$ cat src/design/sta_pkg.sv
// constants, register map and rate table of the serial teleprinter adapter
package sta_pkg;

  // =====================================================================
  // clocking and oversampling
  localparam int unsigned CLK_HZ      = 25_000_000;  // sys_clk rate
  localparam int unsigned OVERSAMPLE  = 16;          // ticks per bit time
  localparam logic [3:0]  OS_LAST     = 4'hf;        // last tick of a bit
  localparam logic [3:0]  OS_MID      = 4'h7;        // mid-bit tick of start bit
  localparam logic [3:0]  FRAME_BITS  = 4'hb;        // start, 8 data, 2 stop
  localparam logic [3:0]  DATA_BITS   = 4'h8;
  localparam int unsigned FRAME_TICKS = 176;         // frame bits times oversample
  localparam int unsigned RATE_COUNT  = 12;
  localparam logic [3:0]  RATE_DEFAULT = 4'hb;       // 9600 bit/s
  localparam logic        MARK        = 1'b1;
  localparam logic        SPACE       = 1'b0;

  typedef logic [7:0] sta_byte_t;

  // =====================================================================
  // register offsets
  localparam logic [7:0] ADDR_TXDATA  = 8'h00;
  localparam logic [7:0] ADDR_RXDATA  = 8'h04;
  localparam logic [7:0] ADDR_CTRL    = 8'h08;
  localparam logic [7:0] ADDR_STATUS  = 8'h0c;
  localparam logic [7:0] ADDR_INTSTAT = 8'h10;
  localparam logic [7:0] ADDR_INTMASK = 8'h14;
  localparam logic [7:0] ADDR_DIAG    = 8'h18;

  // control fields
  localparam int unsigned CTRL_RATE_LO = 0;
  localparam int unsigned CTRL_RATE_HI = 3;
  localparam int unsigned CTRL_INVERT  = 4;
  localparam int unsigned CTRL_BOOTSRC = 5;
  localparam logic [5:0]  CTRL_RESET   = 6'h0b;
  localparam int unsigned DIAG_WRAP    = 0;

  // status bits
  localparam int unsigned ST_RXFULL = 0;
  localparam int unsigned ST_TXBUSY = 1;
  localparam int unsigned ST_WRAP   = 2;
  localparam int unsigned ST_BOOT   = 3;
  localparam int unsigned ST_CSPEND = 4;
  localparam int unsigned ST_RXBUSY = 5;

  // event bits of interrupt status and mask
  localparam int unsigned EV_RX    = 0;
  localparam int unsigned EV_TX    = 1;
  localparam int unsigned EV_WRAP  = 2;
  localparam int unsigned EV_FRAME = 3;
  localparam int unsigned EV_OVER  = 4;
  localparam int unsigned EV_W     = 5;

  // bit rate for each rate selection of the control register
  function automatic int unsigned sta_bit_rate(input logic [3:0] sel);
    case (sel)
      4'h0:    return 50;
      4'h1:    return 75;
      4'h2:    return 100;
      4'h3:    return 110;
      4'h4:    return 150;
      4'h5:    return 200;
      4'h6:    return 300;
      4'h7:    return 600;
      4'h8:    return 1200;
      4'h9:    return 2400;
      4'ha:    return 4800;
      default: return 9600;
    endcase
  endfunction

endpackage

$ cat src/design/sta_tx.sv
// transmit serialiser: one 11-bit start-stop frame per byte
`timescale 1ns/1ns
`default_nettype none
module sta_tx (
  // clock and reset
  input  wire logic              sys_clk,
  input  wire logic              resetn,
  // oversample enable
  input  wire logic              tick16,
  // byte to send
  input  wire logic              txStart,
  input  wire sta_pkg::sta_byte_t txByte,
  // line side, mark is one
  output logic                   txMark,
  output logic                   txBusy,
  output logic                   txDone
);
  import sta_pkg::*;

  logic [10:0] frame_reg;
  logic [3:0]  bitCnt_reg;
  logic [3:0]  osCnt_reg;
  logic [7:0]  byteHold_reg;
  logic [7:0]  tickCnt_reg;

  // =====================================================================
  // frame shifter, low bit on the line first
  always_ff @(posedge sys_clk or negedge resetn) begin
    if (!resetn) begin
      frame_reg  <= '1;
      bitCnt_reg <= '0;
      osCnt_reg  <= '0;
      txBusy     <= 1'b0;
      txDone     <= 1'b0;
    end else begin
      txDone <= 1'b0;
      if (txStart && !txBusy) begin
        frame_reg  <= {MARK, MARK, txByte, SPACE};  // see
        bitCnt_reg <= '0;
        osCnt_reg  <= '0;
        txBusy     <= 1'b1;
      end else if (txBusy && tick16) begin
        osCnt_reg <= osCnt_reg + 4'h1;
        if (osCnt_reg == OS_LAST) begin
          frame_reg  <= {MARK, frame_reg[10:1]};
          bitCnt_reg <= bitCnt_reg + 4'h1;
          if (bitCnt_reg == FRAME_BITS - 4'h1) begin
            txBusy <= 1'b0;
            txDone <= 1'b1;
          end
        end
      end
    end
  end

  assign txMark = frame_reg[0];

  // =====================================================================
  // helper state for the checks below
  always_ff @(posedge sys_clk or negedge resetn) begin
    if (!resetn) begin
      byteHold_reg <= '0;
      tickCnt_reg  <= '0;
    end else if (txStart && !txBusy) begin
      byteHold_reg <= txByte;
      tickCnt_reg  <= '0;
    end else if (txBusy && tick16) begin
      tickCnt_reg <= tickCnt_reg + 8'h01;
    end
  end
endmodule
`default_nettype wire

$ cat src/design/sta_rx.sv
// receive deserialiser: start edge hunt, mid-bit confirm, centre sampling
`timescale 1ns/1ns
`default_nettype none
module sta_rx (
  // clock and reset
  input  wire logic              sys_clk,
  input  wire logic              resetn,
  // oversample enable and synchronised line, mark is one
  input  wire logic              tick16,
  input  wire logic              lineMark,
  // received byte
  output sta_pkg::sta_byte_t     rxByte,
  output logic                   rxValid,
  output logic                   rxFrameErr,
  output logic                   rxBusy
);
  import sta_pkg::*;

  typedef enum logic [1:0] {RX_HUNT, RX_START, RX_DATA, RX_STOP} sta_rx_e;

  sta_rx_e    state_reg;
  logic [3:0] osCnt_reg;
  logic [3:0] bitCnt_reg;
  logic [7:0] shift_reg;

  // =====================================================================
  // receive sequencer
  always_ff @(posedge sys_clk or negedge resetn) begin
    if (!resetn) begin
      state_reg  <= RX_HUNT;
      osCnt_reg  <= '0;
      bitCnt_reg <= '0;
      shift_reg  <= '0;
      rxByte     <= '0;
      rxValid    <= 1'b0;
      rxFrameErr <= 1'b0;
    end else begin
      rxValid    <= 1'b0;
      rxFrameErr <= 1'b0;
      if (tick16) begin
        osCnt_reg <= osCnt_reg + 4'h1;
        unique case (state_reg)
          RX_HUNT: begin
            osCnt_reg <= '0;
            if (lineMark == SPACE) state_reg <= RX_START;
          end
          RX_START: begin
            if (osCnt_reg == OS_MID) begin
              osCnt_reg  <= '0;
              bitCnt_reg <= '0;
              state_reg  <= (lineMark == SPACE) ? RX_DATA : RX_HUNT;
            end
          end
          RX_DATA: begin
            if (osCnt_reg == OS_LAST) begin
              shift_reg  <= {lineMark, shift_reg[7:1]};
              bitCnt_reg <= bitCnt_reg + 4'h1;
              if (bitCnt_reg == DATA_BITS - 4'h1) state_reg <= RX_STOP;
            end
          end
          RX_STOP: begin
            // hunting resumes at the centre of the first stop bit, so one or two are taken
            if (osCnt_reg == OS_LAST) begin
              state_reg <= RX_HUNT;
              if (lineMark == MARK) begin
                rxByte  <= shift_reg;  // see
                rxValid <= 1'b1;
              end else begin
                rxFrameErr <= 1'b1;
              end
            end
          end
        endcase
      end
    end
  end

  assign rxBusy = (state_reg != RX_HUNT);
endmodule
`default_nettype wire

$ cat src/design/sta_top.sv
// serial teleprinter adapter: register port, rate divider, wrap, boot load, interrupts
//
// Operation
// transmit and receive run independently so a byte can go out while another comes in.
// each byte goes on the line lowest bit first and highest bit last.
// every byte travels in its own start-stop frame eleven bit times long.
// the bit rate is a static selection from 50 to 9600 bit/s in twelve steps.
// a configuration bit chooses which line level is mark, for both directions.
// all 256 byte values pass unchanged both ways.
// no parity is made or checked and no byte is treated as a control character.
// normally the processor moves one byte per programmed_io_command, read or write.
// as a boot_load source, received bytes go one by one into memory by cycle steal.
// a diagnostic command sets the wrap state, which then stays for later transfers.
// in wrap, a write sends its byte out and also loads it into the receive register.
// after a wrapped write an interrupt is raised so a read can check the byte.
// the receiver takes frames with one stop bit; otherwise the device sends two.
// a frame is one space start bit, eight data bits and two mark stop bits; idle is mark.
// the receiver finds the start edge, confirms it mid-bit and samples each bit centre.
//
// The placing of the registers and strobed register access were decided locally.
`timescale 1ns/1ns
`default_nettype none
module sta_top #(
  parameter int unsigned CLK_HZ_P = sta_pkg::CLK_HZ
) (
  // clock and reset
  input  wire logic              sys_clk,
  input  wire logic              resetn,
  // register port
  input  wire logic [7:0]        regAddr,
  input  wire sta_pkg::sta_byte_t regWdata,
  input  wire logic              regWr,
  input  wire logic              regRd,
  output sta_pkg::sta_byte_t     regRdata,
  // serial line
  input  wire logic              rxPin,
  output logic                   txPin,
  // boot_load cycle steal
  input  wire logic              bootLoad,
  output logic                   csReq,
  output logic [15:0]            csAddr,
  output sta_pkg::sta_byte_t     csData,
  input  wire logic              csAck,
  // interrupt
  output logic                   irq
);
  import sta_pkg::*;

  logic [5:0]      ctrl_reg;
  logic            wrapState_reg;
  logic [EV_W-1:0] intStat_reg;
  logic [EV_W-1:0] intMask_reg;
  sta_byte_t       rxData_reg;
  logic            rxFull_reg;
  logic [15:0]     divCnt_reg;
  logic            tick16_reg;
  logic            rxS1_reg;
  logic            rxS2_reg;
  logic            rxS3_reg;
  logic            rxLevel_reg;
  logic            bootLoadDly_reg;
  logic [15:0]     divTab [RATE_COUNT];
  logic [3:0]      rateSel;
  logic            invert;
  logic            bootActive;
  logic            txWrite;
  logic            txStart;
  logic            wrapLoad;
  logic            lineLoad;
  logic            bootByte;
  logic            rxRead;
  logic            txMark;
  logic            txBusy;
  logic            txDone;
  sta_byte_t       rxByte;
  logic            rxValid;
  logic            rxFrameErr;
  logic            rxBusy;
  logic [EV_W-1:0] events;
  sta_byte_t       statusVal;

  // =====================================================================
  // rate divider: one tick per sixteenth of a bit time
  for (genvar g = 0; g < RATE_COUNT; g++) begin : g_div
    assign divTab[g] = 16'(CLK_HZ_P / (sta_bit_rate(4'(g)) * OVERSAMPLE));
  end

  // selection out of range falls back to the default rate
  assign rateSel = (ctrl_reg[CTRL_RATE_HI:CTRL_RATE_LO] < 4'(RATE_COUNT)) ?
                   ctrl_reg[CTRL_RATE_HI:CTRL_RATE_LO] : RATE_DEFAULT;
  assign invert  = ctrl_reg[CTRL_INVERT];

  // divider counter and tick pulse
  always_ff @(posedge sys_clk or negedge resetn) begin
    if (!resetn) begin
      divCnt_reg <= '0;
      tick16_reg <= 1'b0;
    end else if (divCnt_reg >= divTab[rateSel] - 16'h0001) begin
      divCnt_reg <= '0;
      tick16_reg <= 1'b1;
    end else begin
      divCnt_reg <= divCnt_reg + 16'h0001;
      tick16_reg <= 1'b0;
    end
  end

  // =====================================================================
  // line side: three-stage receive synchroniser and polarity
  always_ff @(posedge sys_clk or negedge resetn) begin
    if (!resetn) begin
      rxS1_reg    <= MARK;
      rxS2_reg    <= MARK;
      rxS3_reg    <= MARK;
      rxLevel_reg <= MARK;
    end else begin
      rxS1_reg <= rxPin;
      rxS2_reg <= rxS1_reg;
      rxS3_reg <= rxS2_reg;
      if (rxS2_reg == rxS3_reg) rxLevel_reg <= rxS3_reg;  // change counts once two agree
    end
  end

  // transmit pin with selected polarity
  always_ff @(posedge sys_clk or negedge resetn) begin
    if (!resetn) txPin <= MARK;
    else         txPin <= txMark ^ invert;
  end

  // =====================================================================
  // independent transmit and receive engines
  sta_tx u_tx (
    .sys_clk (sys_clk),
    .resetn  (resetn),
    .tick16  (tick16_reg),
    .txStart (txStart),
    .txByte  (regWdata),
    .txMark  (txMark),
    .txBusy  (txBusy),
    .txDone  (txDone)
  );

  sta_rx u_rx (
    .sys_clk    (sys_clk),
    .resetn     (resetn),
    .tick16     (tick16_reg),
    .lineMark   (rxLevel_reg ^ invert),
    .rxByte     (rxByte),
    .rxValid    (rxValid),
    .rxFrameErr (rxFrameErr),
    .rxBusy     (rxBusy)
  );

  // =====================================================================
  // command decode
  assign txWrite    = regWr && (regAddr == ADDR_TXDATA);
  assign txStart    = txWrite && !txBusy;  // see
  assign wrapLoad   = txStart && wrapState_reg;
  assign bootActive = bootLoad && ctrl_reg[CTRL_BOOTSRC];
  assign bootByte   = rxValid && bootActive;
  assign lineLoad   = rxValid && !bootActive && !wrapState_reg;
  assign rxRead     = regRd && (regAddr == ADDR_RXDATA);

  // control register and wrap state
  always_ff @(posedge sys_clk or negedge resetn) begin
    if (!resetn) begin
      ctrl_reg      <= CTRL_RESET;
      wrapState_reg <= 1'b0;
    end else if (regWr) begin
      if (regAddr == ADDR_CTRL) ctrl_reg <= regWdata[5:0];
      if (regAddr == ADDR_DIAG) wrapState_reg <= regWdata[DIAG_WRAP];
    end
  end

  // =====================================================================
  // receive data register, loaded from line or from a wrapped write
  always_ff @(posedge sys_clk or negedge resetn) begin
    if (!resetn) begin
      rxData_reg <= '0;
      rxFull_reg <= 1'b0;
    end else if (wrapLoad) begin
      rxData_reg <= regWdata;
      rxFull_reg <= 1'b1;
    end else if (lineLoad) begin
      rxData_reg <= rxByte;  // see
      rxFull_reg <= 1'b1;
    end else if (rxRead) begin
      rxFull_reg <= 1'b0;
    end
  end

  // =====================================================================
  // boot_load cycle steal: one request per received byte that finds no unacknowledged steal pending
  always_ff @(posedge sys_clk or negedge resetn) begin
    if (!resetn) begin
      csReq           <= 1'b0;
      csAddr          <= '0;
      csData          <= '0;
      bootLoadDly_reg <= 1'b0;
    end else begin
      bootLoadDly_reg <= bootLoad;
      if (bootLoad && !bootLoadDly_reg) begin
        csAddr <= '0;  // new load starts at the bottom of memory
      end else if (csReq && csAck) begin
        csAddr <= csAddr + 16'h0001;
      end
      // a byte that meets the ack of the previous steal is still taken
      if (bootByte && (!csReq || csAck)) begin
        csReq  <= 1'b1;
        csData <= rxByte;
      end else if (csAck) begin
        csReq <= 1'b0;
      end
    end
  end

  // =====================================================================
  // interrupt status, set wins over write-one-to-clear
  always_comb begin
    events           = '0;
    events[EV_RX]    = lineLoad;
    events[EV_TX]    = txDone;
    events[EV_WRAP]  = wrapLoad;
    events[EV_FRAME] = rxFrameErr;
    events[EV_OVER]  = ((lineLoad || wrapLoad) && rxFull_reg && !rxRead) ||
                       (bootByte && csReq && !csAck);
  end

  always_ff @(posedge sys_clk or negedge resetn) begin
    if (!resetn) begin
      intStat_reg <= '0;
      intMask_reg <= '0;
    end else begin
      if (regWr && regAddr == ADDR_INTSTAT) intStat_reg <= (intStat_reg & ~regWdata[EV_W-1:0]) | events;
      else                                  intStat_reg <= intStat_reg | events;
      if (regWr && regAddr == ADDR_INTMASK) intMask_reg <= regWdata[EV_W-1:0];
    end
  end

  assign irq = |(intStat_reg & intMask_reg);

  // =====================================================================
  // read port, data valid the cycle after the strobe
  always_comb begin
    statusVal            = '0;
    statusVal[ST_RXFULL] = rxFull_reg;
    statusVal[ST_TXBUSY] = txBusy;
    statusVal[ST_WRAP]   = wrapState_reg;
    statusVal[ST_BOOT]   = bootActive;
    statusVal[ST_CSPEND] = csReq;
    statusVal[ST_RXBUSY] = rxBusy;
  end

  always_ff @(posedge sys_clk or negedge resetn) begin
    if (!resetn) begin
      regRdata <= '0;
    end else if (regRd) begin
      unique case (regAddr)
        ADDR_RXDATA:  regRdata <= rxData_reg;
        ADDR_CTRL:    regRdata <= {2'h0, ctrl_reg};
        ADDR_STATUS:  regRdata <= statusVal;
        ADDR_INTSTAT: regRdata <= {3'h0, intStat_reg};
        ADDR_INTMASK: regRdata <= {3'h0, intMask_reg};
        ADDR_DIAG:    regRdata <= {7'h00, wrapState_reg};
        default:      regRdata <= '0;
      endcase
    end else begin
      regRdata <= '0;
    end
  end
endmodule
`default_nettype wire

$ cat config.mk
export PLATFORM = sky130hd
export DESIGN_NAME = sta_top
export DESIGN_NICKNAME = d
export VERILOG_FILES = /design/src/design/sta_pkg.sv /design/src/design/sta_tx.sv /design/src/design/sta_rx.sv /design/src/design/sta_top.sv
export SDC_FILE = /design/constraint.sdc
export NUM_CORES = 1
export LEC_CHECK = 0
export CORE_MARGIN = 5
export CORE_UTILIZATION = 60
export DETAILED_ROUTE_END_ITERATION = 12
export DONT_BUFFER_PORTS = 1
export PLACE_DENSITY = 0.76
export SLEW_MARGIN = 20
export SYNTH_ARGS = -nofsm -noshare
export SYNTH_HDL_FRONTEND = slang
export SYNTH_SLANG_ARGS = --single-unit
$ cat constraint.sdc
create_clock -name sys_clk -period 10 [get_ports sys_clk]
set_input_delay 1.5 -clock sys_clk [delete_from_list [all_inputs] [get_ports sys_clk]]
set_output_delay 1.5 -clock sys_clk [all_outputs]
set_load 0.02 [all_outputs]
## After elaboration in Yosys (flattened, before gate mapping)

Memories as Yosys holds them, arrays and structs flattened.
Index checks and enable logic that the tools add are counted.

- Bits in registers: 131
- Bits in read-only memories: 256
- Input port bits: 23
- Output and inout bits: 35
- Word-level logic and storage cells: 171
- Memories kept: 1

- Add/subtract/negate cells: 7
- Magnitude comparators: 3
- Equality and inequality tests: 20
- Multiplexer cells: 53
- Bitwise gates (word level): 8
- Reduce and logical (&&, ||, !) cells: 49

Memory list:

| memory | words | bits a word | read ports | clocked after memory_dff | wr ports | RTL line | source |
|---|---|---|---|---|---|---|---|
| (no name shown) | 16 | 16 | 1 | 0 | 0 | sta_top.sv:98 | `end else if (divCnt_reg >= divTab[rateSel] - 16'h0001) begin` |

Operators by type and width:

| kind | number |
|---|---|
| 16-bit two-way mux | 5 |
| 8-bit case mux with 6 select lines | 1 |
| 4-bit two-way mux | 9 |
| 11-bit two-way mux | 3 |
| 16-bit by 1-bit adder with 16-bit output (second input constant) | 2 |
| 8-bit by 5-bit == test with 1-bit output (second input constant) | 3 |
| 8-bit two-way mux | 3 |
| 1-bit two-way mux | 22 |
| 1-bit logical AND | 19 |
| 4-bit by 1-bit adder with 4-bit output (second input constant) | 4 |
| 8-bit by 4-bit == test with 1-bit output (second input constant) | 2 |
| 16-bit greater-or-equal comparator | 1 |
| 4-bit case mux with 2 select lines | 2 |
| 2-bit nonzero test | 8 |
| 16-bit by 1-bit subtractor with 16-bit output (second input constant) | 1 |
| 4-bit == test (second input constant) | 3 |
| 2-bit two-way mux | 6 |
| 5-bit AND | 2 |
| 5-bit OR | 2 |
| 4-bit by 3-bit == test with 1-bit output (second input constant) | 2 |
| 8-bit by 3-bit == test with 1-bit output (second input constant) | 1 |
| 8-bit zero test | 1 |
| 2-bit by 1-bit inequality test with 1-bit output (second input constant) | 4 |
| 2-bit case mux with 4 select lines | 1 |
| other kinds (19) | 33 |

## Depth between registers and ports, before layout

- Depth after elaboration: 10
- Mapped depth: 19
- Depth with buffers taken out: 16

## By module

Synthesis repeated with hierarchy kept, for this count alone.

- Cell total of the unflattened synthesis: 660
- Area total of the unflattened synthesis: 6,994.2 sq um

By module, submodules not included:

| module | instances | cells each | area an instance (sq um) | seq. area each (sq um) |
|---|---|---|---|---|
| sta_top | 1 | 462 | 4,710.8 | 2,062.0 |
| sta_rx | 1 | 106 | 1,290.0 | 700.7 |
| sta_tx | 1 | 92 | 993.5 | 486.7 |

## Least setup slack after synthesis

No wires, ideal clock.

- Path kind: register to register
- Start: register ctrl_reg[3]
- End: register divCnt_reg[10]
- Library setup time: 0.132 ns
- Data arrival time: 3.766 ns
- Data required time: 9.868 ns
- Slack: 6.102 ns
- Stages on the path, launching flop included: 18
- Buffers on the path: 3
- Clock period less this slack: 3.898 ns
- Path through: dfstp_2 buf_2 clkbuf_1 a21o_1 ha_1 o21ai_0 ha_1 nand2_1 nand4b_1 nor2_1 a31oi_1 ha_1 a21oi_1 o21ai_0 a2111oi_0 a221oi_2 clkbuf_1 nor2_1

- Longest elaborated chain between the ends: 9

Ends and longest elaborated chain:

| what | RTL line | source |
|---|---|---|
| start, declared | sta_top.sv:49 | `logic [5:0] ctrl_reg;` |
| start signal, assigned | sta_top.sv:169 | `if (regAddr == ADDR_CTRL) ctrl_reg <= regWdata[5:0];` |
| 4-bit less-than comparator | sta_top.sv:89 | `assign rateSel = (ctrl_reg[CTRL_RATE_HI:CTRL_RATE_LO] < 4'(RATE_COUNT)) ?` |
| 4-bit two-way mux * | sta_top.sv:89 |  |
| 4-bit inverter with 5-bit output (implied by the code) * | sta_top.sv:98 |  |
| memory 16 x 16 bit * | n/a |  |
| 16-bit two-way mux (implied by the code) * (2 in series) | sta_top.sv:98 |  |
| 16-bit by 1-bit subtractor with 16-bit output * | sta_top.sv:98 |  |
| 16-bit greater-or-equal comparator * | sta_top.sv:98 |  |
| 16-bit two-way mux * | sta_top.sv:98 |  |
| end signal, assigned | sta_top.sv:102 | `divCnt_reg <= divCnt_reg + 16'h0001;` |
| end, declared | sta_top.sv:55 | `logic [15:0] divCnt_reg;` |

Mark *: on every way between the ends. The rest lies on a longest branch, timed or not. The select of a mux whose other input is x is not followed.
A chain may end at the register's enable or synchronous reset.

## Worst setup path after layout

- Start: register ctrl_reg[2]
- End: register divCnt_reg[12]

Same word-level chain as after synthesis.

==> results by group <==
Critical path
  • Crit path launch type: flop
  • Worst setup path category: flop to flop
  • Max stage delay on crit path: 570 ps
  • Most used cell, CP: ha_1
  • Worst Setup End Kind: flop
  • WP buf/inv: 2
  • Worst-path cell chain: a21oi_1 > inv_1 > ha_1 > o21ai_0 > ha_1 > nand2_1 > nand4b_1 > nor2_1 > a31oi_1 > ha_1 > a21oi_1 > o21ai_0 > a2111oi_0 > a221oi_2 > buf_4 > nor3b_1
  • CP top delay family: compound AO/OA/AOI/OAI gates
  • Reg-to-reg slack, setup: 5410 ps
  • RR Startpoint: ctrl_reg[2]$_DFFE_PN0P_
  • Slowest cell on crit path: a2111oi_0
  • WP data required: 10320 ps
  • Arr. time, crit path: 4910 ps
  • Reg2Reg Depth: 16
  • Max FO, Critical Path: 18
  • Worst flop-to-flop path endpoint: divCnt_reg[12]$_DFF_PN0_

Global route
  • Largest net degree at the start of global routing: 130
  • First-pass GRT wire length: 25000 um
  • Initial antenna violation count: 0
  • Vias in the first global route: 5206
  • Global route overflow: 0
  • Gr usage total: 23.5%

Place
  • DP Cell Count: 795
  • DPL Wire Length: 10300 um
  • Port bufs: 0
  • RD Place Congestion: 0.930

Timing
  • Tcrit/Tclk final: 45.9%
  • Minimum clock period: 4590 ps
  • Final Slew Violations: 0
  • Clock skew: 5.75 ps
  • Worst Tran Pin Value: 823 ps
  • Setup TNS Final: 0 ps
  • RSZ-0062 raised after global routing: false
  • Hold Worst Slack: 362 ps
  • Finish-stage setup viols: 0
  • Slew HR: 44.6%
  • Final hold vios: 0
  • Highest clock rate: 0.218 GHz

Route
  • # DRC: 0
  • Wire per inst: 18.0 um
  • Drt total wl: 14900 um
  • Pre-antenna DRT Iters: 5
  • DR vias/cell: 6.20
  • Initial DRC count: 426
  • DRT antenna net count: 0
  • Vias: 5130

Cells and area
  • Area grow syn2layout: 11.3%
  • Ant diodes: 0
  • Layout Utilization: 69.1%
  • Final net count: 733
  • Layout cell share with drive strength beyond 1: 14.0%
  • Fillers: 794
  • Final cell count without fillers: 828

CTS
  • Worst skew pair latency: 420 ps
  • Clock sinks: 129
  • CTS clk-pin slew, worst paths: 60 ps
  • CTS Buffer Depth: 2
  • Gates resized, CTS repair: 0
  • CTS buffer count: 17
  • Clock root buffer: clkbuf_16
  • Setup bufs post-CTS: 0
  • TritonCTS clock tree: yes
  • CTS Hold Buffers Added: 0
  • H-Tree Depth: 4

Worst hold path
  • Hold path depth: 0
  • WHS Endpoint: rxS2_reg$_DFF_PN1_
  • Worst Hold Launch: rxS1_reg$_DFF_PN1_
  • Worst min-delay path class: flop to flop

Floorplan
  • Core region area: 0.0109 mm^2
  • Die area: 0.0135 mm^2
  • Die width: 116 um
  • Initial Util: 62.0%
  • Die H: 116 um
  • I/O Pins: 58
  • Rows: 38

Synth
  • Number of library cell types mapped by synthesis: 54
  • Synth Flop Type: dfrtp_1
  • EDFF count, synth: 0
  • Avg Cell Area, Syn: 10.0 um^2
  • Post-Syn Nets: 736
  • Yosys reg bits: 129
  • Synth Warn #: 0
  • Post-Syn Instances: 678
  • Synth Cell Area: 0.00678 mm^2
  • Sequential share of the synthesized area: 47.9%
  • Ys async rst share: 100%

Power
  • Leak: 3.47 nW
  • Worst vdd ir: 0.183 mV
  • Tot Pwr: 0.00158 W
  • Cell Pwr Density: 209 mW/mm^2

Flow run
  • Max cap viols: 0

Status
  • Outcome: complete, no violations
metal layers:
layer  GRT usage (%)  up-vias  share of wire (%)
li1                -     2399                  -
met1            29.3     2527                 41
met2            38.1      167                 50
met3            8.70       37                6.7
met4            7.81        0                2.1
met5               0        -                  0
power by group:
group	internal (W)	switching, W
Sequential	0.000581	0.0000661
Combinational	0.000101	0.000125
Clock	0.000475	0.000229
Total	0.00116	0.000420
cell usage in the layout (no fill, tap or decap), types with 7 or more instances in the layout:
cell         n
nand2_1     97
a21o_1       7
nor2_1      58
dfstp_2     17
nand4_1     16
a31oi_1      9
dfrtp_1    112
a22oi_1     12
inv_1       25
clkbuf_16   17
xor2_1      19
nor2b_1      8
o21ai_0     25
mux2i_1      9
mux2_2      41
nor3_1      14
a21oi_1     27
nand3_1     24
xnor2_1     21
ha_1        35
kinds of logic after synthesis:
logic type | count (synthesis) | synth area share, %
xor gates and xnor gates | 40 | 5.17
AOI/OAI and AO/OA | 117 | 11.3
buffers and inverters | 49 | 2.86
adders and majority gates | 36 | 6.61
DFF | 129 | 47.9
other | 1 | 0.0553
and+or+nand+nor | 256 | 17.9
muxes | 50 | 8.14
final cells by class:
class	count	area (um^2)	area share, %
clock buffers	20	447	5.92
clock inverters	12	229	3.03
inverters	25	93.8	1.24
multi-input cells	500	3340	44.3
flip-flops and latches	129	3250	43.0
well taps	140	175	2.32
repair buffers	2	15.0	0.199
worst max-delay path by stage:
stage / slack, ps / end / depth (start not counted) / from
finish: 5410 / divCnt_reg[12]$_DFF_PN0_ / 16 / ctrl_reg[2]$_DFFE_PN0P_
global route: 4890 / divCnt_reg[12]$_DFF_PN0_ / 16 / ctrl_reg[2]$_DFFE_PN0P_
CTS: 5360 / divCnt_reg[4]$_DFF_PN0_ / 15 / ctrl_reg[2]$_DFFE_PN0P_
detailed placement: 5410 / divCnt_reg[4]$_DFF_PN0_ / 15 / ctrl_reg[2]$_DFFE_PN0P_
global placement: 5690 / divCnt_reg[14]$_DFF_PN0_ / 15 / ctrl_reg[2]$_DFFE_PN0P_
floorplan: 6100 / divCnt_reg[10]$_DFF_PN0_ / 17 / ctrl_reg[3]$_DFFE_PN1P_
stage by stage:
stage / worst slack [ps] / instance area (um^2)
floorplan: 6100 / 6780
global placement: 5690 / 6860
detailed placement: 5410 / 6860
CTS: 5360 / 7540
global route: 4890 / 7550
finish: 5410 / 7550
synthesized netlist by cell type, drive strengths merged (2+ instances only):
master	number	area [um^2]
or3	6	37.5
dfrtp	112	2800
mux2i	9	90.1
o211ai	5	37.5
a211oi	3	27.5
dfstp	17	447
a22o	6	52.6
o22ai	6	37.5
and3	3	18.8
nor4	5	31.3
ha	35	438
nand2	97	364
and2	5	31.3
o21ai	25	125
mux2	41	462
nor2b	8	50.1
nor2	58	218
xor2	19	166
inv	25	93.8
nand3	24	120
o2111a	2	22.5
a22oi	12	90.1
nand4	16	100
buf	6	31.3
and4	5	43.8
nor3b	6	45.0
a21boi	2	15.0
clkbuf	18	68.8
a21o	7	52.6
nand2b	4	25.0
o221ai	2	17.5
xnor2	21	184
nand3b	2	15.0
a31oi	9	56.3
o31ai	2	15.0
nor3	14	70.1
a21oi	28	140
Power figures use the tool's default switching activity.
